==> src/design/dmcr_pkg.sv <==
package dmcr_pkg;
  // register addresses on the serial control port
  localparam logic [4:0] A_PORT = 5'h00;
  localparam logic [4:0] A_FILT = 5'h01;
  localparam logic [4:0] A_DATA = 5'h02;
  localparam logic [4:0] A_MOD = 5'h03;
  localparam logic [4:0] A_MULT = 5'h04;
  localparam logic [4:0] A_OFFS = 5'h05;
  localparam logic [4:0] A_REV = 5'h0d;
  localparam logic [4:0] A_CALCK = 5'h0e;
  localparam logic [4:0] A_CMD = 5'h0f;
  localparam logic [4:0] A_PTR = 5'h10;
  localparam logic [4:0] A_WORD = 5'h11;
  localparam logic [4:0] A_DCR = 5'h12;
  // writable bits per register
  localparam logic [7:0] M_PORT = 8'hd9;
  localparam logic [7:0] M_FILT = 8'hcf;
  localparam logic [7:0] M_MOD = 8'hfc;
  localparam logic [7:0] M_CALCK = 8'h37;
  localparam logic [7:0] M_CMD = 8'h5f;
  localparam logic [7:0] M_WORD = 8'h3f;
  // every writable register defaults to zero
  localparam logic [7:0] DEF_REG = 8'h00;
  // revision code: arbitrary value
  localparam logic [3:0] REV_CODE = 4'h1;
  // register 0x00 fields
  localparam int B_DIR = 7;
  localparam int B_ORDER = 6;
  localparam int B_SOFT_REGISTER_RESET = 5;
  localparam int B_SLEEP = 4;
  localparam int B_PDN = 3;
  localparam int B_LOCK = 1;
  localparam int B_EXTERNAL_REFERENCE_SELECT = 0;
  // register 0x02 fields
  localparam int B_CODING = 7;
  localparam int B_INTERLEAVED_PORT_MODE = 6;
  localparam int B_DRIVE = 5;
  localparam int B_EDGE = 4;
  localparam int B_CLKDIR = 3;
  localparam int B_RECOV = 2;
  localparam int B_IQ_SELECT_POLARITY = 1;
  localparam int B_GRAY = 0;
  // register 0x04 and 0x0f fields
  localparam int B_MULT_EN = 7;
  localparam int B_LOCK_OUT = 0;
  localparam int B_CAL_STAT = 7;
  localparam int B_XFER_STAT = 5;
  // instruction byte fields
  localparam int B_RW = 7;

  typedef enum logic [1:0] {
    PH_INSTR = 2'b00,
    PH_DATA = 2'b01,
    PH_DONE = 2'b10
  } dmcr_phase_t;

  typedef struct packed {
    dmcr_phase_t phase;
    logic sclk;
    logic [2:0] bit_cnt;
    logic [7:0] sh;
    logic rd;
    logic [1:0] left;
    logic [4:0] addr;
    logic dout;
    logic soft_register_reset;
    logic [7:0] r_port;
    logic [7:0] r_filt;
    logic [7:0] r_data;
    logic [7:0] r_mod;
    logic [7:0] r_mult;
    logic [7:0] r_offs;
    logic [7:0] r_calck;
    logic [7:0] r_cmd;
    logic [7:0] r_ptr;
    logic [7:0] r_word;
  } dmcr_state_t;
endpackage : dmcr_pkg

==> src/design/dmcr_regs.sv <==
// How it works
// RULE1 - host reads and writes the mode registers over the serial port
// RULE2 - port reg bit 7 makes the data pin drive read data in place of the output pin
// RULE3 - port reg bit 6 picks msb-first (0) or lsb-first (1) bit order
// RULE4 - soft reset bit defaults all registers except 0x00 and 0x04
// RULE5 - port reg bit 4 switches converter output current off
// RULE6 - port reg bit 3 powers down everything but the serial port
// RULE7 - port reg bit 1 reads multiplier lock while multiplier is on
// RULE8 - port reg bit 0 selects external reference, else internal bandgap
// RULE9 - filter reg bits 7:6 set interpolation none, 2x, 4x, 8x
// RULE10 - filter reg bits 2:0 high-pass per filter, bit 3 zero stuffing
// RULE11 - data reg bit 7 unsigned coding, bit 0 gray decode enable
// RULE12 - data reg bit 6 interleaves I and Q on port one
// RULE13 - data reg bit 4 latches samples on falling clock edge
// RULE14 - data reg bit 3 drives sample clock pin out, lock option off
// RULE15 - data reg bit 2 enables clock recovery on an input clock pin
// RULE16 - data reg bit 1 swaps I/Q select polarity in one-port mode
// RULE17 - access opens with instruction: read bit, length, start address
// RULE18 - each register updates on the last bit of its byte
// RULE19 - reserved addresses and bits ignore writes and read zero
// RULE20 - sleep, power-down and soft reset act at that byte boundary
`timescale 1ns/100ps
module dmcr_regs (
  input wire logic clk_i,
  input wire logic reset_n_i,
  input wire logic sclk_i,
  input wire logic cs_n_i,
  input wire logic sdio_i,
  output logic sdio_o,
  output logic sdio_oe_n_o,
  output logic sdo_o,
  output logic sdo_oe_n_o,
  input wire logic multiplier_lock_i,
  input wire logic calibration_state_flag_i,
  input wire logic transfer_state_flag_i,
  input wire logic [2:0] clock_recovery_state_i,
  output logic soft_register_reset_o,
  output logic output_current_off_o,
  output logic full_power_down_o,
  output logic external_reference_select_o,
  output logic [1:0] interpolation_factor_o,
  output logic zero_insertion_enable_o,
  output logic x8_filter_highpass_o,
  output logic x4_filter_highpass_o,
  output logic x2_filter_highpass_o,
  output logic sample_coding_select_o,
  output logic interleaved_port_mode_o,
  output logic clock_pin_drive_select_o,
  output logic capture_edge_select_o,
  output logic sample_clock_pin_direction_o,
  output logic sample_clock_recovery_enable_o,
  output logic iq_select_polarity_o,
  output logic gray_input_decode_enable_o,
  output logic multiplier_lock_indicator_o,
  output logic [7:0] modulator_config_o,
  output logic [7:0] clock_multiplier_config_o,
  output logic [7:0] sample_clock_offset_adjust_o,
  output logic [7:0] calibration_memory_clocking_o,
  output logic [7:0] calibration_memory_command_o,
  output logic [7:0] calibration_memory_pointer_o,
  output logic [7:0] calibration_memory_word_o
);
  import dmcr_pkg::*;

  dmcr_state_t q_ff;
  dmcr_state_t nxt_q;
  logic lock_flag;
  logic lock_opt;
  logic [7:0] rd_byte;
  logic [7:0] new_byte;
  logic sclk_rise;
  logic sclk_fall;
  logic [2:0] out_idx;
  logic reading;

  // lock only means something while the multiplier runs
  assign lock_flag = multiplier_lock_i & q_ff.r_mult[B_MULT_EN]; // RULE7
  assign lock_opt = q_ff.r_mult[B_MULT_EN] & q_ff.r_mult[B_LOCK_OUT];

  // sclk is sampled on clk_i, so it must run below half of clk_i
  assign sclk_rise = sclk_i & ~q_ff.sclk;
  assign sclk_fall = ~sclk_i & q_ff.sclk;

  always_comb begin
    if (q_ff.r_port[B_ORDER]) begin
      new_byte = {sdio_i, q_ff.sh[7:1]}; // RULE3
    end else begin
      new_byte = {q_ff.sh[6:0], sdio_i}; // RULE3
    end
  end

  always_comb begin
    case (q_ff.addr)
      A_PORT: begin
        rd_byte = {q_ff.r_port[7:2], lock_flag, q_ff.r_port[0]}; // RULE7
      end
      A_FILT: begin
        rd_byte = q_ff.r_filt;
      end
      A_DATA: begin
        rd_byte = q_ff.r_data;
      end
      A_MOD: begin
        rd_byte = q_ff.r_mod;
      end
      A_MULT: begin
        rd_byte = q_ff.r_mult;
      end
      A_OFFS: begin
        rd_byte = q_ff.r_offs;
      end
      A_REV: begin
        rd_byte = {4'h0, REV_CODE};
      end
      A_CALCK: begin
        rd_byte = q_ff.r_calck;
      end
      A_CMD: begin
        rd_byte = q_ff.r_cmd;
        rd_byte[B_CAL_STAT] = calibration_state_flag_i;
        rd_byte[B_XFER_STAT] = transfer_state_flag_i;
      end
      A_PTR: begin
        rd_byte = q_ff.r_ptr;
      end
      A_WORD: begin
        rd_byte = q_ff.r_word;
      end
      A_DCR: begin
        rd_byte = {5'h00, clock_recovery_state_i};
      end
      default: begin
        rd_byte = 8'h00; // RULE19
      end
    endcase
  end

  // next bit out follows the bit order currently in force
  assign out_idx = q_ff.r_port[B_ORDER] ? q_ff.bit_cnt : 3'h7 - q_ff.bit_cnt;
  assign reading = ~cs_n_i & q_ff.rd & (q_ff.phase == PH_DATA);

  always_comb begin
    nxt_q = q_ff;
    nxt_q.sclk = sclk_i;
    nxt_q.soft_register_reset = 1'b0;
    if (cs_n_i) begin
      // a raised select abandons any partial byte
      nxt_q.phase = PH_INSTR;
      nxt_q.bit_cnt = 3'h0;
      nxt_q.rd = 1'b0;
    end else begin
      if (sclk_fall && q_ff.rd && q_ff.phase == PH_DATA) begin
        nxt_q.dout = rd_byte[out_idx];
      end
      if (sclk_rise) begin
        nxt_q.sh = new_byte;
        nxt_q.bit_cnt = q_ff.bit_cnt + 3'h1;
        if (q_ff.bit_cnt == 3'h7) begin
          case (q_ff.phase)
            PH_INSTR: begin
              nxt_q.rd = new_byte[B_RW]; // RULE17
              nxt_q.left = new_byte[6:5]; // RULE17
              nxt_q.addr = new_byte[4:0]; // RULE17
              nxt_q.phase = PH_DATA;
            end
            PH_DATA: begin
              if (!q_ff.rd) begin
                // the byte lands now, not at the end of the access
                case (q_ff.addr) // RULE18
                  A_PORT: begin
                    nxt_q.r_port = new_byte & M_PORT; // RULE1
                    nxt_q.soft_register_reset = new_byte[B_SOFT_REGISTER_RESET]; // RULE20
                  end
                  A_FILT: begin
                    nxt_q.r_filt = new_byte & M_FILT; // RULE19
                  end
                  A_DATA: begin
                    nxt_q.r_data = new_byte;
                  end
                  A_MOD: begin
                    nxt_q.r_mod = new_byte & M_MOD;
                  end
                  A_MULT: begin
                    nxt_q.r_mult = new_byte;
                  end
                  A_OFFS: begin
                    nxt_q.r_offs = new_byte;
                  end
                  A_CALCK: begin
                    nxt_q.r_calck = new_byte & M_CALCK;
                  end
                  A_CMD: begin
                    nxt_q.r_cmd = new_byte & M_CMD;
                  end
                  A_PTR: begin
                    nxt_q.r_ptr = new_byte;
                  end
                  A_WORD: begin
                    nxt_q.r_word = new_byte & M_WORD;
                  end
                  default: begin
                    nxt_q.sh = new_byte; // RULE19
                  end
                endcase
                if (q_ff.addr == A_PORT && new_byte[B_SOFT_REGISTER_RESET]) begin
                  nxt_q.r_filt = DEF_REG; // RULE4
                  nxt_q.r_data = DEF_REG; // RULE4
                  nxt_q.r_mod = DEF_REG;
                  nxt_q.r_offs = DEF_REG;
                  nxt_q.r_calck = DEF_REG;
                  nxt_q.r_cmd = DEF_REG;
                  nxt_q.r_ptr = DEF_REG;
                  nxt_q.r_word = DEF_REG;
                end
              end
              // order takes effect for the rest of the access
              if (nxt_q.r_port[B_ORDER]) begin
                nxt_q.addr = q_ff.addr + 5'h01; // RULE3
              end else begin
                nxt_q.addr = q_ff.addr - 5'h01; // RULE3
              end
              if (q_ff.left == 2'h0) begin
                nxt_q.phase = PH_DONE;
              end else begin
                nxt_q.left = q_ff.left - 2'h1;
              end
            end
            default: begin
              nxt_q.phase = PH_DONE;
            end
          endcase
        end
      end
    end
  end

  always_ff @(posedge clk_i or negedge reset_n_i) begin
    if (!reset_n_i) begin
      q_ff <= '0;
    end else begin
      q_ff <= nxt_q;
    end
  end

  // read data goes on one pin or the other, never both
  assign sdio_o = q_ff.dout;
  assign sdo_o = q_ff.dout;
  assign sdio_oe_n_o = ~(reading & q_ff.r_port[B_DIR]); // RULE2
  assign sdo_oe_n_o = ~(reading & ~q_ff.r_port[B_DIR]); // RULE2

  assign soft_register_reset_o = q_ff.soft_register_reset; // RULE4
  assign output_current_off_o = q_ff.r_port[B_SLEEP]; // RULE5
  assign full_power_down_o = q_ff.r_port[B_PDN]; // RULE6
  assign external_reference_select_o = q_ff.r_port[B_EXTERNAL_REFERENCE_SELECT]; // RULE8
  assign multiplier_lock_indicator_o = lock_flag; // RULE7
  assign interpolation_factor_o = q_ff.r_filt[7:6]; // RULE9
  assign zero_insertion_enable_o = q_ff.r_filt[3]; // RULE10
  assign x8_filter_highpass_o = q_ff.r_filt[2]; // RULE10
  assign x4_filter_highpass_o = q_ff.r_filt[1]; // RULE10
  assign x2_filter_highpass_o = q_ff.r_filt[0]; // RULE10
  assign sample_coding_select_o = q_ff.r_data[B_CODING]; // RULE11
  assign gray_input_decode_enable_o = q_ff.r_data[B_GRAY]; // RULE11
  assign interleaved_port_mode_o = q_ff.r_data[B_INTERLEAVED_PORT_MODE]; // RULE12
  assign clock_pin_drive_select_o = q_ff.r_data[B_DRIVE];
  assign capture_edge_select_o = q_ff.r_data[B_EDGE]; // RULE13
  // with the lock option on, the pin carries lock, not the clock
  assign sample_clock_pin_direction_o = q_ff.r_data[B_CLKDIR] & ~lock_opt; // RULE14
  assign sample_clock_recovery_enable_o =
    q_ff.r_data[B_RECOV] & ~q_ff.r_data[B_CLKDIR] & ~lock_opt; // RULE15
  // polarity only steers samples in one-port mode
  assign iq_select_polarity_o = q_ff.r_data[B_IQ_SELECT_POLARITY] & q_ff.r_data[B_INTERLEAVED_PORT_MODE]; // RULE16
  assign modulator_config_o = q_ff.r_mod;
  assign clock_multiplier_config_o = q_ff.r_mult;
  assign sample_clock_offset_adjust_o = q_ff.r_offs;
  assign calibration_memory_clocking_o = q_ff.r_calck;
  assign calibration_memory_command_o = q_ff.r_cmd;
  assign calibration_memory_pointer_o = q_ff.r_ptr;
  assign calibration_memory_word_o = q_ff.r_word;
endmodule : dmcr_regs

==> config.mk <==
export PLATFORM = sky130hd
export DESIGN_NAME = dmcr_regs
export DESIGN_NICKNAME = d
export VERILOG_FILES = /design/src/design/dmcr_pkg.sv /design/src/design/dmcr_regs.sv
export SDC_FILE = /design/constraint.sdc
export NUM_CORES = 1
export LEC_CHECK = 0
export BUFFER_PORTS_ARGS = -buffer_cell sky130_fd_sc_hd__buf_2
export CAP_MARGIN = 25
export CORE_MARGIN = 1
export CORE_UTILIZATION = 25
export CTS_CLUSTER_SIZE = 24
export DETAILED_ROUTE_END_ITERATION = 6
export GPL_ROUTABILITY_DRIVEN = 0
export PLACE_DENSITY = 0.39
export SETUP_SLACK_MARGIN = 0.2
export SYNTH_ARGS = -nofsm -noshare
export SYNTH_HDL_FRONTEND = slang
export SYNTH_SLANG_ARGS = --single-unit
==> constraint.sdc <==
create_clock -name clk_i -period 4.6 [get_ports clk_i]
set_clock_uncertainty 0.15 [all_clocks]
set_input_delay 0.92 -clock clk_i [delete_from_list [all_inputs] [get_ports clk_i]]
set_output_delay 0.92 -clock clk_i [all_outputs]
set_load 0.01 [all_outputs]
==> run summary, run 1 <==
status - completed
DR iter-0 viols - 254
Leak Pwr - 0.00280 uW
worst endpoint required time - 4.69 ns
Reg-to-Reg Start - q_ff[82]$_DFFE_PN0P_
clock buffer depth - 2
RSZ-0062 raised after global routing - false
Port Buf Inserts - 80
Reg2Reg Depth - 7
core area - 0.0212 mm2
power per cell area - 304 mW/mm2
H-tree Lvls - 3
VDD IR max - 151 uV
Synth area leaders - dfrtp_1 (41%), mux2_2 (12%), buf_4 (8.1%), mux2i_1 (2.6%), a21oi_4 (2.4%)
clock sink count - 90
main flop type after synthesis - dfrtp_1
share of cells above drive strength 1 - 35.0%
top-level port count - 90
routed vias/inst - 5.02
vias in the first global route - 4,091
Highest Clock Rate - 0.318 GHz
initial core utilization - 25.7%
slew margin rel. - 30.2%
register share of total power - 45.8%
P&R area growth vs syn - 10.6%
Seq cells post-synth - 90
Die X - 150 um
power share of the combinational group - 11.5%
final hold viol count - 0
first-pass GRT wire length - 26.4 mm
Post-synth ARST share - 100%
Worst-path clk slew - 0.07 ns
CP Data Arrival Time - 3.24 ns
MaxCap Viol Count - 0
first drt pass iteration count - 5
DPL Wire Length - 12.8 mm
crit start category - flop
Critical Path End Type - flop
largest net degree at the start of global routing - 58
unique cell type count in the Yosys netlist - 70
CTS tree - done
Period minus WS final - 3.15 ns
area leader, netlist - dfrtp_1
die height - 150 um
critical path's slowest cell - or4b_4
Hold-fix buffers, CTS - 0
# Post-CTS Setup Buffers - 0
type of the worst min-delay path - flop to flop
routed len/inst - 21.4 um
synthesized instance count - 501
Synth Warn # - 0
worst reg2reg setup slack - 1.45 ns
full die area - 0.0224 mm2
PostCTS Resize Cnt - 0
Cell Chain, Critical Path - inv_1, ha_1, or4b_4, nor2_8, nor2_4, a21oi_4, mux2_2
Overall Global Routing Usage - 16.3%
cell-internal power - 1300 uW
TNS Setup - 0 ns
Worst Setup EP - sample_clock_offset_adjust_o[3]$_DFFE_PN0P_
CTS root buf - clkbuf_16
final WL - 17.3 mm
Slew Viols, Final - 0
ratio of final minimum period to clock period - 68.4%
RR Endpoint - sample_clock_offset_adjust_o[3]$_DFFE_PN0P_
Synth top area share - 41.3%
DR vias - 4,049
Nets - 547
Final setup viols - 0
post-route ant nets - 0
max incr delay on CP - 0.60 ns
sequential share of the synthesized area - 41.3%
Max FO, Critical Path - 10
Core Rows - 53
Setup WS post-layout - 1.45 ns
CP Class - flop to flop
Slew @ Worst Pin - 1.05 ns
Clock power frac - 42.7%
Switching Fraction - 28.8%
GRT Residual Overflow - 0
Place WS - 1.34 ns
DRC - 0
diode count - 0
Psw - 529 uW
clk_lat worst skew - 0.36 ns
Post-Syn Area - 0.00545 mm2
CP startpoint - q_ff[82]$_DFFE_PN0P_
number of synthesized flops with an enable pin - 0
synthesized area per cell - 10.9 um2
initial antenna violation count - 0
TritonCTS Buffers - 9
## power by group through the flow
stage                     combinational (uW)  sequential, uW  clock [uW]
after floorplan                          132             840           0
after global placement                   210             853           0
after detailed placement                 212             855           0
after CTS                                212             839         803
after global routing                     238             843         833
final                                    211             840         783
## cell families (layout without fill, tap and decap cells)
| group | after synthesis | count (layout) | synth area share (%) |
|---|---|---|---|
| AOI/OAI and AO/OA | 105 | 105 | 15.8 |
| xor gates and xnor gates | 8 | 8 | 1.29 |
| adders and majority gates | 9 | 9 | 2.07 |
| buffers and inverters | 96 | 119 | 11.4 |
| DFF | 90 | 90 | 41.3 |
| muxes | 77 | 77 | 15.6 |
| other | 1 | 9 | 0.0688 |
| and+or+nand+nor | 115 | 115 | 12.4 |
## registers in the layout (all words and copies together), names as in the netlist, 2 cells and up
signal and count:
calibration_memory_clocking_o 5, calibration_memory_command_o 6, calibration_memory_pointer_o 8, calibration_memory_word_o 6
clock_multiplier_config_o 8, interpolation_factor_o 2, modulator_config_o 6, q_ff 27
sample_clock_offset_adjust_o 8
## per-stage QoR
step	instance area (um2)	instances	power [uW]	utilization [%]	hold slack (ns)
finish	6030	807	1830	28.4	0.365
floorplan	5480	509	972	-	0.323
CTS	6010	805	1850	28.3	0.375
detailed placement	5710	789	1070	26.9	0.355
global route	6030	807	1910	28.4	0.388
global placement	5700	788	1060	26.9	0.344
## worst min-delay path by stage
stage	start	slack [ns]	cells after the start	to
2_1_floorplan	q_ff[88]$_DFFE_PN0P_	0.32	1	q_ff[88]$_DFFE_PN0P_
3_3_place_gp	q_ff[88]$_DFFE_PN0P_	0.34	1	q_ff[88]$_DFFE_PN0P_
4_1_cts	q_ff[88]$_DFFE_PN0P_	0.38	1	q_ff[88]$_DFFE_PN0P_
5_1_grt	clock_multiplier_config_o[4]$_DFFE_PN0P_	0.39	1	clock_multiplier_config_o[4]$_DFFE_PN0P_
3_5_place_dp	q_ff[88]$_DFFE_PN0P_	0.35	1	q_ff[88]$_DFFE_PN0P_
6_report	clock_multiplier_config_o[4]$_DFFE_PN0P_	0.37	1	clock_multiplier_config_o[4]$_DFFE_PN0P_
## synthesized netlist by cell type, drive strengths merged, types with 9 or more instances
| master | number |
|---|---|
| o21ai | 13 |
| nor3 | 17 |
| inv | 13 |
| nand2 | 23 |
| mux2 | 62 |
| dfrtp | 90 |
| a22oi | 14 |
| mux2i | 15 |
| ha | 9 |
| buf | 75 |
| nor2 | 29 |
| a21oi | 23 |
## metal layers
metal / GRT usage [%] / routed length, um
met1: 23.0 / 8370
met2: 24.7 / 7910
met3: 2.99 / 659
met4: 5.41 / 343
met5: 0 / 0
## layout make-up
class	count	area (um2)
fillers	2275	15200
multi-input cells	323	2600
flip-flops and latches	90	2250
repair buffers	90	475
well taps	275	344
clock buffers	10	229
clock inverters	6	73.8
inverters	13	48.8
## cell usage in the layout (no fill, tap or decap), drive strengths merged, types with 4 or more instances in the layout
master,instances
a211oi,4
nor3b,5
nor2b,4
xor2,4
inv,16
o41ai,4
a221oi,7
a22oi,14
nand3,5
o211ai,5
nor3,17
nand2,23
conb,9
mux2,62
nor4b,5
ha,9
nor4bb,4
nand2b,6
xnor2,4
o21ai,13
nor2,29
dfrtp,90
and3,6
a22o,6
mux2i,15
clkbuf,12
buf,88
a21oi,23
## critical path, delay by kind of cell (launching register included)
family | cells | cell delay, ns
and+or+nand+nor | 3 | 0.93
DFF | 1 | 0.42
adders and majority gates | 1 | 0.44
muxes | 1 | 0.40
AOI/OAI and AO/OA | 1 | 0.51
buffers and inverters | 1 | 0.18
(Power assumes the default switching activity.)
==> run 2: changes to the inputs <==
- ABC_AREA: unset -> 1
- PLACE_DENSITY: 0.39 -> 0.4
- clock period: 4.6 -> 2.5 ns (I/O delays scaled with it)
==> run summary, run 2 <==
full die area - 0.0234 mm2 (+4.6%)
Period minus WS final - 2.22 ns (-0.927 ns)
min-delay src - sclk_i
first drt pass iteration count - 5 (unchanged)
worst reg2reg setup slack - 0.28 ns (-1.17 ns)
Max FO, Critical Path - 8 (-2)
unique cell type count in the Yosys netlist - 38 (-46%)
vias in the first global route - 4,713 (+15%)
top-level port count - 90 (unchanged)
routed len/inst - 17.3 um (-19%)
VDD IR max - 297 uV (+96%)
Synth area leaders - dfrtp_1 (39%), nand2_1 (12%), buf_4 (8.2%), nand3_1 (6.2%), o21ai_0 (4.8%)
max reg flops - 27 (unchanged)
DPL Wire Length - 14.0 mm (+8.7%)
synthesized area per cell - 7.88 um2 (-28%)
ratio of final minimum period to clock period - 88.8% (+20 points)
initial core utilization - 25.8% (+0.13 points)
first-pass GRT wire length - 29.2 mm (+11%)
worst hold stages - 1 (unchanged)
Highest Clock Rate - 0.451 GHz (+42%)
number of synthesized flops with an enable pin - 0 (unchanged)
status - completed
type of the worst min-delay path - input port to flop
Post-synth ARST share - 100% (unchanged)
RSZ-0062 raised after global routing - true
initial antenna violation count - 0 (unchanged)
CP Class - flop to flop
synthesized instance count - 724 (+45%)
Die X - 153 um (+2.3%)
Hold EP - q_ff[101]$_DFF_PN0_
power per cell area - 508 mW/mm2 (+67%)
most numerous cell in the Yosys netlist - nand2_1
DR iter-0 viols - 305 (+20%)
Slew Viols, Final - 0 (unchanged)
Slew @ Worst Pin - 0.538 ns (-0.509 ns)
core area - 0.0221 mm2 (+4.1%)
DRC - 0 (unchanged)
clk_lat worst skew - 0.35 ns (about the same)
WHS - 0.151 ns (-0.214 ns)
main flop type after synthesis - dfrtp_1
Leak Pwr - 0.00340 uW (+21%)
Largest delay share family, worst path - simple AND/OR/NAND/NOR gates
Synth Warn # - 0 (unchanged)
Overall Global Routing Usage - 16.7% (+0.49 points)
DP Cell Count - 1,036 (+31%)
max incr delay on CP - 0.41 ns (-0.19 ns)
final cell count without fillers - 1,063 (+32%)
TNS Setup - 0 ns (unchanged)
diode count - 0 (unchanged)
Post-Syn Area - 0.00570 mm2 (+4.7%)
Sequential Area - 0.00226 mm2 (+0.17%)
MaxCap Viol Count - 0 (unchanged)
Core Rows - 54 (+1.9%)
largest reg by FF count - q_ff
Post-synth top cells - nand2_1 (178), dfrtp_1 (90), nand3_1 (71)
Port Buf Inserts - 80 (unchanged)
final hold viol count - 0 (unchanged)
commonest non-fill, non-tap cell in the layout - nand2_1
clock sink count - 90 (unchanged)
worst endpoint required time - 2.59 ns (-2.10 ns)
Reg2Reg Depth - 11 (+4)
Nets - 798 (+46%)
most frequent cells in the layout - nand2_1 (178), dfrtp_1 (87), buf_2 (79)
H-tree Lvls - 3 (unchanged)
CTS root buf - clkbuf_16
worst path bufs/invs - 3 (+2)
Synth top area share - 39.5% (-1.8 points)
post-route ant nets - 0 (unchanged)
# fillers - 2,404 (+5.7%)
clock buffer depth - 2 (unchanged)
crit start category - flop
P&R area growth vs syn - 15.3%
Seq cells post-synth - 90 (unchanged)
GRT Residual Overflow - 0 (unchanged)
Total Power - 3340 uW (+82%)
TritonCTS Buffers - 9 (unchanged)
Worst-path clk slew - 0.07 ns (about the same)
CP Data Arrival Time - 2.31 ns (-0.93 ns)
Cell Chain, Critical Path - inv_1, buf_4, ha_1, nand2_1, nor2_4, nor3_1, nand3_1, o21ai_0, inv_1, nand3_1, nand2_1
Critical Path End Type - flop
final WL - 18.3 mm (+6.2%)
routed vias/inst - 4.49 (-10%)
sequential share of the synthesized area - 39.5% (-1.8 points)
Final setup viols - 0 (unchanged)
DR vias - 4,774 (+18%)
slew margin rel. - 64.1% (+34 points)
RR Endpoint - sdio_o$_DFFE_PN0P_
area of the multi-input gates - 0.00257 mm2 (-1.1%)
CTS tree - done
die height - 153 um (+2.3%)
share of cells above drive strength 1 - 27.1% (-7.9 points)
largest net degree at the start of global routing - 34 (-41%)
area leader, netlist - dfrtp_1
critical path's slowest cell - dfrtp_1
Reg-to-Reg Start - q_ff[83]$_DFFE_PN0P_
WP depth - 11 (+4)
==> run 2: cell count changes in the layout (fill, tap and decap cells not counted), moves of 19 or more <==
cell     delta
buf_4      +19
inv_1      +57
mux2_2     -58
nand2_1   +156
nand3_1    +66
nor2_1     +23
o21ai_0    +43
o21ai_2    +27
==> run 2: timing repair <==
item / in CTS / in global routing
hold buffers: 1 / 0
pin swaps: 2 / 5
setup endpoints to repair: 12 / 53
endpoints found under the hold margin: 18 / 0
gates cloned: 0 / 0
gates resized for setup: 0 / 18
setup buffers: 3 / 7
==> run 2: worst max path at each step <==
stage,start,endpoint,slack [ns]
floorplan,q_ff[98]$_DFFE_PN0P_,sample_clock_offset_adjust_o[2]$_DFFE_PN0P_,0.50
global placement,q_ff[98]$_DFFE_PN0P_,calibration_memory_command_o[1]$_DFFE_PN0P_,0.11
detailed placement,q_ff[98]$_DFFE_PN0P_,calibration_memory_command_o[0]$_DFFE_PN0P_,0.09
CTS,q_ff[98]$_DFFE_PN0P_,sample_clock_offset_adjust_o[3]$_DFFE_PN0P_,0.20
global route,q_ff[82]$_DFFE_PN0P_,q_ff[86]$_DFFE_PN0P_,0.14
finish,q_ff[83]$_DFFE_PN0P_,sdio_o$_DFFE_PN0P_,0.28
==> run 2: logic make-up (layout without fill, tap and decap cells) <==
| group | Yosys count | count (layout) | synth area share [%] |
|---|---|---|---|
| AO/OA/AOI/OAI | 118 | 118 | 13.7 |
| AND/OR/NAND/NOR | 339 | 339 | 27.0 |
| other | 1 | 9 | 0.0658 |
| XOR/XNOR | 7 | 7 | 1.08 |
| flip-flops | 90 | 90 | 39.5 |
| adder cells (fa/ha/maj) | 9 | 9 | 1.98 |
| buffers and inverters | 160 | 211 | 16.6 |
==> run 2: area by class of cell <==
cell class / count / area share [%]
multi-input combinational: 482 / 39.2
sequential: 90 / 34.3
timing repair buffer: 117 / 12.1
tap: 280 / 5.33
inverter: 78 / 4.57
clock buffer: 10 / 3.48
clock inverter: 6 / 1.01
==> run 2: power breakdown <==
group	total (uW)	switching, uW	internal (uW)	leakage, uW
registers	1510	20.7	1490	0.00117
clock network	1400	618	778	0.000135
logic	439	299	140	0.00209
total	3340	938	2400	0.00340
==> run 2: through the flow <==
| stage | worst slack [ns] | util [%] | instance area (um2) |
|---|---|---|---|
| 2_1_floorplan | 0.499 | - | 5730 |
| 3_3_place_gp | 0.112 | 27.6 | 6090 |
| 3_5_place_dp | 0.0878 | 27.6 | 6090 |
| 4_1_cts | 0.202 | 29.2 | 6440 |
| 5_1_grt | 0.138 | 29.7 | 6570 |
| 6_report | 0.281 | 29.7 | 6570 |
==> run 2: layer usage <==
layer  vias up  wire [um]  track usage (%)
li1       2367          -                -
met1      2277       9440             25.3
met2       121       7860             24.2
met3         9        888             3.35
met4         0        165             3.75
met5         -          0                0
